<file path="src/osm_pkg.sv">
// Constants and types shared by the oscillator mode select block
package osm_pkg;

    // Oscillator mode codes held in the non-volatile configuration field
    localparam logic [3:0] MODE_LOW_POWER_CRYSTAL = 4'h0;
    localparam logic [3:0] MODE_STANDARD_CRYSTAL = 4'h1;
    localparam logic [3:0] MODE_FAST_CRYSTAL = 4'h2;
    localparam logic [3:0] MODE_RESISTOR_CAPACITOR = 4'h3;
    localparam logic [3:0] MODE_EXTERNAL_CLOCK = 4'h4;
    localparam logic [3:0] MODE_EXTERNAL_CLOCK_IO = 4'h5;
    localparam logic [3:0] MODE_FAST_CRYSTAL_MULTIPLIED = 4'h6;
    localparam logic [3:0] MODE_RESISTOR_CAPACITOR_IO = 4'h7;
    localparam logic [3:0] MODE_INTERNAL_OSC_ALL_IO = 4'h8;
    localparam logic [3:0] MODE_INTERNAL_OSC_CLKOUT = 4'h9;
    localparam logic [3:0] MODE_RESET_VALUE = 4'h3;

    // Internal frequency select codes
    localparam logic [2:0] FREQ_8MHZ = 3'h7;
    localparam logic [2:0] FREQ_4MHZ = 3'h6;
    localparam logic [2:0] FREQ_LOWEST = 3'h0;
    localparam logic [2:0] FREQ_RESET_VALUE = 3'h6;

    // Register byte offsets on the APB bus
    localparam logic [7:0] OFS_OSC_CONTROL = 8'h00;
    localparam logic [7:0] OFS_OSC_TUNE = 8'h04;
    localparam logic [7:0] OFS_OSC_STATUS = 8'h08;

    // Field positions in the control and tuning registers
    localparam int FREQ_SEL_LSB = 4;
    localparam int FREQ_SEL_MSB = 6;
    localparam int LOW_FREQ_SRC_BIT = 7;
    localparam int MULT_EN_BIT = 6;
    localparam int TUNE_MSB = 4;
    localparam logic [4:0] TUNE_RESET_VALUE = 5'h00;

    // Field positions in the status register
    localparam int ST_MODE_LSB = 0;
    localparam int ST_MODE_MSB = 3;
    localparam int ST_PLL_BIT = 4;
    localparam int ST_FAST_EN_BIT = 5;
    localparam int ST_SLOW_EN_BIT = 6;
    localparam int ST_READY_BIT = 7;
    localparam int ST_OUT_GPIO_BIT = 8;
    localparam int ST_IN_GPIO_BIT = 9;

    // Oscillator start-up count, in source clock ticks, for the crystal and RC modes
    localparam logic [10:0] OST_TICKS = 11'h400;

    // Postscaler width: the deepest divide is 256
    localparam int POST_W = 8;

    // Start-up sequencer states, Gray coded along reset -> wait -> run -> sleep
    typedef enum logic [1:0] {
        ST_RESET = 2'b00,
        ST_WAIT = 2'b01,
        ST_RUN = 2'b11,
        ST_SLEEP = 2'b10
    } osm_state_t;

endpackage

</file>
<file path="src/osm_top.sv">
// Oscillator mode select, pin routing, internal oscillator and multiplier control
`timescale 1ns/1ps
// Overview of operation
// - Ten modes from sampled configuration field
// - Crystal modes drive resonator across both pins
// - Fast crystal mode accepts external clock input
// - Crystal multiplier only in multiplied crystal mode
// - Multiplied crystal mode sets pll_active; source ticks pass unmultiplied
// - Enable bit unavailable in multiplied crystal mode
// - External clock modes skip start-up delay
// - External clock mode drives Fosc/4 out
// - External clock io mode: out pin GPIO
// - RC mode drives Fosc/4 on out pin
// - RC io mode: out pin is GPIO
// - Internal oscillator multiplier under software control
// - Fast oscillator direct or postscaled 31k-4M
// - Fast oscillator enabled for 125k-8M selection
// - Slow oscillator runs when selected or needed
// - Frequency select field picks internal source
// - Clkout mode: out Fosc/4, in GPIO
// - All-io mode: both pins GPIO
// - Internal multiplier only at 4 or 8 MHz
// - Enable bit forced and read zero elsewhere
// - Lowest setting picks divided fast or slow
module osm_top
    import osm_pkg::*;
(
    // Clock, reset and clock enable
    input wire logic mclk,
    input wire logic arst_n,
    input wire logic clk_en,
    // APB slave
    input wire logic psel,
    input wire logic penable,
    input wire logic pwrite,
    input wire logic [7:0] paddr,
    input wire logic [31:0] pwdata,
    output logic [31:0] prdata,
    output logic pready,
    output logic pslverr,
    // Non-volatile mode field and system requests
    input wire logic [3:0] mode_cfg,
    input wire logic sleep_req,
    input wire logic pwrt_en,
    input wire logic fscm_en,
    input wire logic wdt_en,
    input wire logic two_speed_en,
    // Internal oscillator ticks, one cycle each
    input wire logic fast_osc_tick,
    input wire logic slow_osc_tick,
    // Oscillator input pin
    input wire logic osc_in_pin_i,
    output logic osc_in_pin_o,
    output logic osc_in_pin_oe,
    // Oscillator output pin
    input wire logic osc_out_pin_i,
    output logic osc_out_pin_o,
    output logic osc_out_pin_oe,
    // Port A bits 6 and 7 from and to the port logic
    input wire logic port_a_bit6_o,
    input wire logic port_a_bit6_oe,
    input wire logic port_a_bit7_o,
    input wire logic port_a_bit7_oe,
    output logic port_a_bit6_i,
    output logic port_a_bit7_i,
    // Clock generator state
    output logic fast_osc_en,
    output logic slow_osc_en,
    output logic pll_active,
    output logic clk_tick,
    output logic clk_ready
);

    // Mode decoding, used for the captured mode and for the raw field at start-up
    function automatic logic is_crystal(input logic [3:0] m);
        is_crystal = (m == MODE_LOW_POWER_CRYSTAL) || (m == MODE_STANDARD_CRYSTAL)
            || (m == MODE_FAST_CRYSTAL) || (m == MODE_FAST_CRYSTAL_MULTIPLIED);
    endfunction

    function automatic logic is_internal(input logic [3:0] m);
        is_internal = (m == MODE_INTERNAL_OSC_ALL_IO) || (m == MODE_INTERNAL_OSC_CLKOUT);
    endfunction

    function automatic logic is_ext_clock(input logic [3:0] m);
        is_ext_clock = (m == MODE_EXTERNAL_CLOCK) || (m == MODE_EXTERNAL_CLOCK_IO);
    endfunction

    // Captured mode and start-up state
    logic [3:0] mode_reg; // Held configuration, fixed after capture
    osm_state_t state_reg; // Start-up sequencer
    osm_state_t state_next;
    logic [10:0] ost_reg; // Start-up tick counter
    logic [10:0] ost_next;

    // Software registers
    logic [2:0] freq_sel_reg; // Internal frequency select
    logic low_src_reg; // Lowest-setting source select
    logic mult_en_reg; // Multiplier enable for internal modes
    logic [4:0] tune_reg; // Tuning value, stored and read back only

    // Clock path state
    logic osc_in_d_reg; // Previous sample of input pin for edge detect
    logic [POST_W-1:0] post_reg; // Postscaler counter
    logic [1:0] div4_reg; // Fosc/4 divider
    logic clk_tick_reg;
    logic osc_out_reg;

    // Mode classes
    wire logic mode_xtal = is_crystal(mode_reg);
    wire logic mode_int = is_internal(mode_reg);
    wire logic mode_ext = is_ext_clock(mode_reg);
    wire logic mode_xpll = (mode_reg == MODE_FAST_CRYSTAL_MULTIPLIED);
    // Output pin carries Fosc/4
    wire logic out_clkout = (mode_reg == MODE_EXTERNAL_CLOCK)
        || (mode_reg == MODE_RESISTOR_CAPACITOR)
        || (mode_reg == MODE_INTERNAL_OSC_CLKOUT);
    // Output pin handed to port A bit 6
    wire logic out_gpio = (mode_reg == MODE_EXTERNAL_CLOCK_IO)
        || (mode_reg == MODE_RESISTOR_CAPACITOR_IO)
        || (mode_reg == MODE_INTERNAL_OSC_ALL_IO);
    // Input pin handed to port A bit 7 in both internal modes
    wire logic in_gpio = mode_int;
    wire logic captured = (state_reg != ST_RESET);

    // APB decode; zero-wait slave, stalled only by the clock enable
    wire logic hit_ctrl = (paddr == OFS_OSC_CONTROL);
    wire logic hit_tune = (paddr == OFS_OSC_TUNE);
    wire logic hit_stat = (paddr == OFS_OSC_STATUS);
    wire logic hit_any = hit_ctrl || hit_tune || hit_stat;
    wire logic access = psel && penable && clk_en;
    wire logic wr_ctrl = access && pwrite && hit_ctrl;
    wire logic wr_tune = access && pwrite && hit_tune;
    assign pready = clk_en;
    assign pslverr = psel && penable && !hit_any;

    // Multiplier bit only exists in internal modes; elsewhere it is forced low
    wire logic mult_avail = mode_int;
    wire logic mult_bit = mult_avail && mult_en_reg;

    // Internal frequency selection
    wire logic freq_top = (freq_sel_reg == FREQ_8MHZ);
    wire logic freq_low = (freq_sel_reg == FREQ_LOWEST);
    wire logic use_slow = freq_low && !low_src_reg;
    wire logic pll_freq_ok = (freq_sel_reg == FREQ_8MHZ) || (freq_sel_reg == FREQ_4MHZ);

    // Crystal multiplier by mode alone; internal one needs bit, mode and frequency
    wire logic pll_xtal = mode_xpll;
    wire logic pll_int = mode_int && mult_bit && pll_freq_ok;
    assign pll_active = captured && (pll_xtal || pll_int);

    // Fast oscillator runs for 125 kHz..8 MHz and for the divided lowest setting
    wire logic fast_need = mode_int && (!freq_low || low_src_reg);
    // Slow oscillator runs when it is the clock or a system feature needs it
    wire logic slow_need = (mode_int && use_slow)
        || pwrt_en || fscm_en || wdt_en || two_speed_en;
    assign fast_osc_en = captured && fast_need;
    assign slow_osc_en = slow_need;

    // Postscaler mask: divide by 2^(7-sel) below 8 MHz, by 256 at the lowest setting
    function automatic logic [POST_W-1:0] post_mask(input logic [2:0] sel);
        logic [POST_W-1:0] m;
        m = '1;
        if (sel != FREQ_LOWEST)
            m = POST_W'((1 << (FREQ_8MHZ - sel)) - 1);
        post_mask = m;
    endfunction

    wire logic [POST_W-1:0] pmask = post_mask(freq_sel_reg);
    wire logic post_wrap = fast_osc_tick && ((post_reg & pmask) == pmask);
    // Internal source tick: fast direct, postscaled, or slow direct
    wire logic int_tick = freq_top ? fast_osc_tick
        : (use_slow ? slow_osc_tick : post_wrap);

    // External source tick: rising edge on the input pin, including a driven clock
    wire logic ext_tick = osc_in_pin_i && !osc_in_d_reg;
    wire logic src_tick = mode_int ? int_tick : ext_tick;

    // Start-up delay applies to all but the external clock and internal oscillator modes
    wire logic need_ost = !is_ext_clock(mode_cfg) && !is_internal(mode_cfg);
    wire logic ost_done = (ost_reg == OST_TICKS);

    // Sequencer next state
    always_comb
    begin
        state_next = state_reg;
        ost_next = ost_reg;
        unique case (state_reg)
            // Capture the mode field once, on the first enabled edge after reset
            ST_RESET:
            begin
                ost_next = '0;
                state_next = need_ost ? ST_WAIT : ST_RUN;
            end
            // Count source ticks until the oscillator has settled
            ST_WAIT:
            begin
                if (ost_done)
                    state_next = ST_RUN;
                else if (src_tick)
                    ost_next = ost_reg + 11'h001;
            end
            // Running; a sleep request stops the clock
            ST_RUN:
            begin
                if (sleep_req)
                    state_next = ST_SLEEP;
            end
            // Wake: external clock modes resume at once
            ST_SLEEP:
            begin
                if (!sleep_req)
                begin
                    ost_next = '0;
                    state_next = (mode_ext || mode_int) ? ST_RUN : ST_WAIT;
                end
            end
        endcase
    end

    // Sequencer and mode capture; the mode field is taken only once
    always_ff @(posedge mclk or negedge arst_n)
    begin
        if (!arst_n)
        begin
            state_reg <= ST_RESET;
            ost_reg <= '0;
            mode_reg <= MODE_RESET_VALUE;
        end
        else if (clk_en)
        begin
            state_reg <= state_next;
            ost_reg <= ost_next;
            if (state_reg == ST_RESET)
                mode_reg <= mode_cfg;
        end
    end

    // Software registers; the multiplier bit is ignored where unavailable
    always_ff @(posedge mclk or negedge arst_n)
    begin
        if (!arst_n)
        begin
            freq_sel_reg <= FREQ_RESET_VALUE;
            low_src_reg <= 1'b0;
            mult_en_reg <= 1'b0;
            tune_reg <= TUNE_RESET_VALUE;
        end
        else if (clk_en)
        begin
            if (wr_ctrl)
                freq_sel_reg <= pwdata[FREQ_SEL_MSB:FREQ_SEL_LSB];
            if (wr_tune)
            begin
                low_src_reg <= pwdata[LOW_FREQ_SRC_BIT];
                mult_en_reg <= pwdata[MULT_EN_BIT] && mult_avail;
                tune_reg <= pwdata[TUNE_MSB:0];
            end
        end
    end

    // Read data, registered for the access phase
    wire logic [31:0] rd_ctrl = {24'h000000, 1'b0, freq_sel_reg, 4'h0};
    wire logic [31:0] rd_tune = {24'h000000, low_src_reg, mult_bit, 1'b0, tune_reg};
    wire logic [31:0] rd_stat = {22'h0, in_gpio, out_gpio, clk_ready, slow_osc_en,
        fast_osc_en, pll_active, mode_reg};
    wire logic [31:0] rd_mux = hit_ctrl ? rd_ctrl
        : (hit_tune ? rd_tune : (hit_stat ? rd_stat : 32'h00000000));

    // Read data is loaded in the setup cycle so it stands through the access phase
    always_ff @(posedge mclk or negedge arst_n)
    begin
        if (!arst_n)
            prdata <= 32'h00000000;
        else if (clk_en && psel && !penable)
            prdata <= pwrite ? 32'h00000000 : rd_mux;
    end

    // Clock path: edge detect, postscaler, Fosc/4 divider, device tick
    always_ff @(posedge mclk or negedge arst_n)
    begin
        if (!arst_n)
        begin
            osc_in_d_reg <= 1'b0;
            post_reg <= '0;
            div4_reg <= 2'h0;
            clk_tick_reg <= 1'b0;
        end
        else if (clk_en)
        begin
            osc_in_d_reg <= osc_in_pin_i;
            if (fast_osc_tick)
                post_reg <= post_reg + POST_W'(1);
            // The device clock only ticks once the sequencer is running
            clk_tick_reg <= (state_reg == ST_RUN) && src_tick;
            if ((state_reg == ST_RUN) && src_tick)
                div4_reg <= div4_reg + 2'h1;
        end
    end

    assign clk_tick = clk_tick_reg;
    assign clk_ready = (state_reg == ST_RUN);

    // Output pin data: inverting drive across a resonator, Fosc/4, or port bit 6
    wire logic out_next = mode_xtal ? !osc_in_pin_i
        : (out_clkout ? div4_reg[1] : port_a_bit6_o);
    // The resonator amplifier is off in sleep so the crystal stops
    wire logic out_drive = captured
        && ((mode_xtal && state_reg != ST_SLEEP) || out_clkout
        || (out_gpio && port_a_bit6_oe));

    always_ff @(posedge mclk or negedge arst_n)
    begin
        if (!arst_n)
            osc_out_reg <= 1'b0;
        else if (clk_en)
            osc_out_reg <= out_next;
    end

    // Pin drivers; the input pin is only ever driven as port bit 7
    assign osc_out_pin_o = osc_out_reg;
    assign osc_out_pin_oe = out_drive;
    assign osc_in_pin_o = port_a_bit7_o;
    assign osc_in_pin_oe = captured && in_gpio && port_a_bit7_oe;
    // Port reads see the pin levels; meaningless unless the pin is a GPIO
    assign port_a_bit6_i = osc_out_pin_i;
    assign port_a_bit7_i = osc_in_pin_i;
endmodule

</file>
<file path="config.mk">
export PLATFORM = sky130hd
export DESIGN_NAME = osm_top
export DESIGN_NICKNAME = d
export VERILOG_FILES = /design/src/osm_pkg.sv /design/src/osm_top.sv
export SDC_FILE = /design/constraint.sdc
export NUM_CORES = 1
export LEC_CHECK = 0
export BUFFER_PORTS_ARGS = -buffer_cell sky130_fd_sc_hd__buf_2
export CAP_MARGIN = 10
export CORE_ASPECT_RATIO = 0.8
export CORE_MARGIN = 2
export CORE_UTILIZATION = 25
export DETAILED_ROUTE_END_ITERATION = 8
export GPL_TIMING_DRIVEN = 0
export PLACE_DENSITY = 0.59
export SLEW_MARGIN = 0
export SYNTH_ARGS = -nofsm -noshare
export SYNTH_HDL_FRONTEND = slang
export SYNTH_SLANG_ARGS = --single-unit
</file>
<file path="constraint.sdc">
create_clock -name mclk -period 2.1 [get_ports mclk]
set_clock_uncertainty 0.15 [all_clocks]
set_input_delay 0.42 -clock mclk [delete_from_list [all_inputs] [get_ports mclk]]
set_output_delay 0.42 -clock mclk [all_outputs]
set_load 0.05 [all_outputs]
</file>
==> run_results.csv <==
group,metric,value,unit
setup_path,cp_top_family,"buffers and inverters",
setup_path,timing_worst_setup_path_type,"reg -> out",
yosys,synth-simple-area-share,0.193,
setup_path,setup.reg_to_reg.worst_slack,-260,ps
power_and_ir_drop,p_leak,1.91,nW
setup_path,critical_path.most_common_cell,"buf_6",
power_and_ir_drop,power_switching_share,0.392,
yosys,yosysWarnings,0,
setup_path,critPathCaptureType,"output pin",
setup_path,cp.required,1530,ps
yosys,synth-xor-area-share,0.0354,
die,fp.dieArea,12800,µm²
clock_network,maximum_clock_insertion_buffer_count,2,
clock_network,ctsRootBufferMaster,"clkbuf_16",
sta,worst_hold_slack,196,ps
placed_design,dpl_worst_slack,-429,ps
yosys,post_synth.cell_area_avg,9.32,µm²
setup_path,cp_cell_sequence,"or3b_1 > buf_6 > buf_4 > buf_6 > nor3b_4 > buf_6",
sta,post-route-period-util,1.13,
die,design.portCount,108,
clock_network,tritoncts.num_buffers,5,
power_and_ir_drop,netSwitchingPower,1.67,mW
yosys,synth.top_cell.area_share,0.388,
routing,wirelength,7470,µm
yosys,synthesis.area,2970,µm²
yosys,synth_top_family_by_area,"simple AND/OR/NAND/NOR gates",
global_routing,antenna_found_initial,0,
yosys,ys_types,53,
finish,final_nets,492,
worst_hold_path,hp-class,"in -> reg",
die,start_util,0.256,
finish,antennaDiodeCount,0,
die,core,11600,µm²
setup_path,cpPeakStageDelay,390,ps
clock_network,cts.sink_count,50,
routing,final_antenna_net_count,0,
yosys,synth-seq-cells,50,
worst_hold_path,hold_path.startpoint,"pwdata[0]",
clock_network,tritoncts,"yes",
finish,p_r_area_growth_vs_syn,40.0,%
setup_path,worstReg2RegStart,"mode_reg[2]$_DFFE_PN0P_",
clock_network,cts.clk_slew.worst_paths,70,ps
sta,final_max_slew_viol_count,0,
yosys,synthArstFlopShare,1.00,
global_routing,grt_first_pass_wirelength,12300,µm
setup_path,critical_path_arrival,1800,ps
placed_design,post_dp_cell_area,3570,µm²
setup_path,worst-path-buf-inv,4,
yosys,synth-adder-area-share,0.0127,
sta,report.final.setup_viol,14,
sta,worst_slack,-271,ps
sta,achievable-frequency,0.422,GHz
status,violations,"setup timing",
yosys,muxShareOfSynthArea,0.0561,
routing,vias_per_cell,4.56,
global_routing,maximum_number_of_pins_on_one_net_before_global_route_repair,51,
power_and_ir_drop,power.share.sequential,0.331,
placed_design,routabilityCongestion,0.806,
global_routing,groute.usage.overall,0.117,
global_routing,global_route.overflow_total,0,
sta,rsz0062_at_grt,"yes",
run,cap_violations,0,
die,die_h,101,µm
yosys,synth_compound_gate_area_share,0.170,
status,run_status,"finished, violations left",
power_and_ir_drop,power.ir.vdd_worst,411,µV
finish,fillers,1180,
yosys,synth_top_cell_by_area,"dfrtp_1",
power_and_ir_drop,internal-power,2.59,mW
sta,timing_worst_slew_pin_value,571,ps
clock_network,clock_latency,290,ps
sta,timing.final.crit_period,2370,ps
die,placementRows,35,
finish,fraction_of_final_layout_cells_with_drive_strength_greater_than_1,0.382,
yosys,post-synth-top-count-cell,"dfrtp_1",
yosys,ys_seq_area_frac,0.424,
sta,hold_violations,0,
power_and_ir_drop,power_per_cell_area,1030,nW/µm²
routing,drt-initial-drc-count,174,
die,chipWidth,126,µm
routing,wl_per_cell,13.0,µm
setup_path,worstSetupStartpointType,"register",
setup_path,worst_path_slowest_cell,"dfrtp_1",
routing,drtPass1Iterations,4,
routing,drcViolationCount,0,
yosys,synth_area_leaders,"dfrtp_1 39%, buf_4 6.8%, dfstp_2 3.5%, nand2_1 3.4%, mux2_1 3.0%",
power_and_ir_drop,p_clk_frac,0.219,
power_and_ir_drop,comb_power_share,0.450,
setup_path,startpoint,"mode_reg[2]$_DFFE_PN0P_",
yosys,synth.top_cells.by_count,"46 x dfrtp_1, 27 x buf_4, 27 x nand2_1, 20 x nor2_1",
setup_path,crit_path_max_fanout,6,
yosys,yosys_most_used_dff,"dfrtp_1",
yosys,synthesis.instances,318,
finish,postLayoutCellArea,4150,µm²
placed_design,buffer_ports.inserted,58,
routing,via_count,2623,
global_routing,grt_pass1_vias,2514,
finish,largest_register_ffs,11,
clock_network,ctsHtreeMaxLevel,2,
placed_design,dp_hpwl,5450,µm
yosys,synth_enable_flop_cells,0,
sta,slew_hr,0.616,
## logic make-up after synthesis
kind of cell / count (synthesis)
compound gates: 77
xor+xnor: 12
fa+ha+maj: 3
buf+inv: 54
flops: 50
mux: 15
other cells: 1
simple gates: 106
## power groups by stage
| stage | Sequential [mW] | Combinational [mW] | Clock [mW] |
|---|---|---|---|
| after global placement | 1.35 | 1.51 | 0 |
| final | 1.41 | 1.91 | 0.933 |
| after global routing | 1.45 | 2.09 | 1.01 |
| after floorplan | 1.36 | 1.16 | 0 |
| after CTS | 1.37 | 1.76 | 0.959 |
| after detailed placement | 1.35 | 1.54 | 0 |
## final timing paths
kind / end / cells after the start
setup / recovery: osc_in_pin_oe / 6
hold / removal: tune_reg[0]$_DFFE_PN0P_ / 2
setup reg to reg: ost_reg[8]$_DFFE_PN0P_ / 7
hold reg to reg: div4_reg[0]$_DFFE_PN0P_ / 1
max in group asynchronous: mode_reg[0]$_DFFE_PN1P_ / 3
min in group asynchronous: tune_reg[4]$_DFFE_PN0P_ / 2
## per-layer routing
layer,routed length (µm),global-route usage,share of wire,up-vias
met2,3380,0.187,0.45,62
met3,453,0.0254,0.061,4
met1,3600,0.167,0.48,1258
li1,-,-,-,1299
met4,44,0.0211,0.0059,0
met5,0,0,0,-
## metrics by stage
step / std cells / TNS, ps / power (mW) / util
2_1_floorplan: 339 / -584 / 2.52 / -
3_3_place_gp: 545 / -3940 / 2.85 / 0.309
3_5_place_dp: 545 / -4280 / 2.89 / 0.309
4_1_cts: 567 / -2960 / 4.09 / 0.345
5_1_grt: 575 / -3690 / 4.55 / 0.359
6_report: 575 / -2240 / 4.26 / 0.359
## timing repair
action                                  in CTS  in global routing
pin swaps                                   16                 15
endpoints found under the setup margin      14                 27
gates resized for setup                     36                 19
setup buffers                               16                  9
cloned                                       0                  0
hold endpoints to repair                     0                  7
hold buffers                                 0                  1
## cell type report
cell class | count | area [µm²] | share of cell area
timing repair buffer | 85 | 566 | 0.136
inverter | 12 | 45.0 | 0.0108
clock inverter | 3 | 47.5 | 0.0115
multi-input combinational | 235 | 1650 | 0.398
tap | 148 | 185 | 0.0446
buffer | 37 | 273 | 0.0657
clock buffer | 5 | 125 | 0.0301
sequential | 50 | 1260 | 0.303
## placed cells by master, fill, tap and decap left out, types with 6 or more instances in the layout
cell	instances
a21oi_1	15
buf_2	53
buf_4	45
buf_6	11
clkbuf_1	6
conb_1	22
dfrtp_1	46
inv_1	12
mux2_1	8
nand2_1	25
nand3_1	8
nand4_1	8
nor2_1	17
nor2b_1	8
o21ai_0	15
o21ai_1	7
xnor2_1	6
xor2_1	6
(Power assumes the default switching activity.)
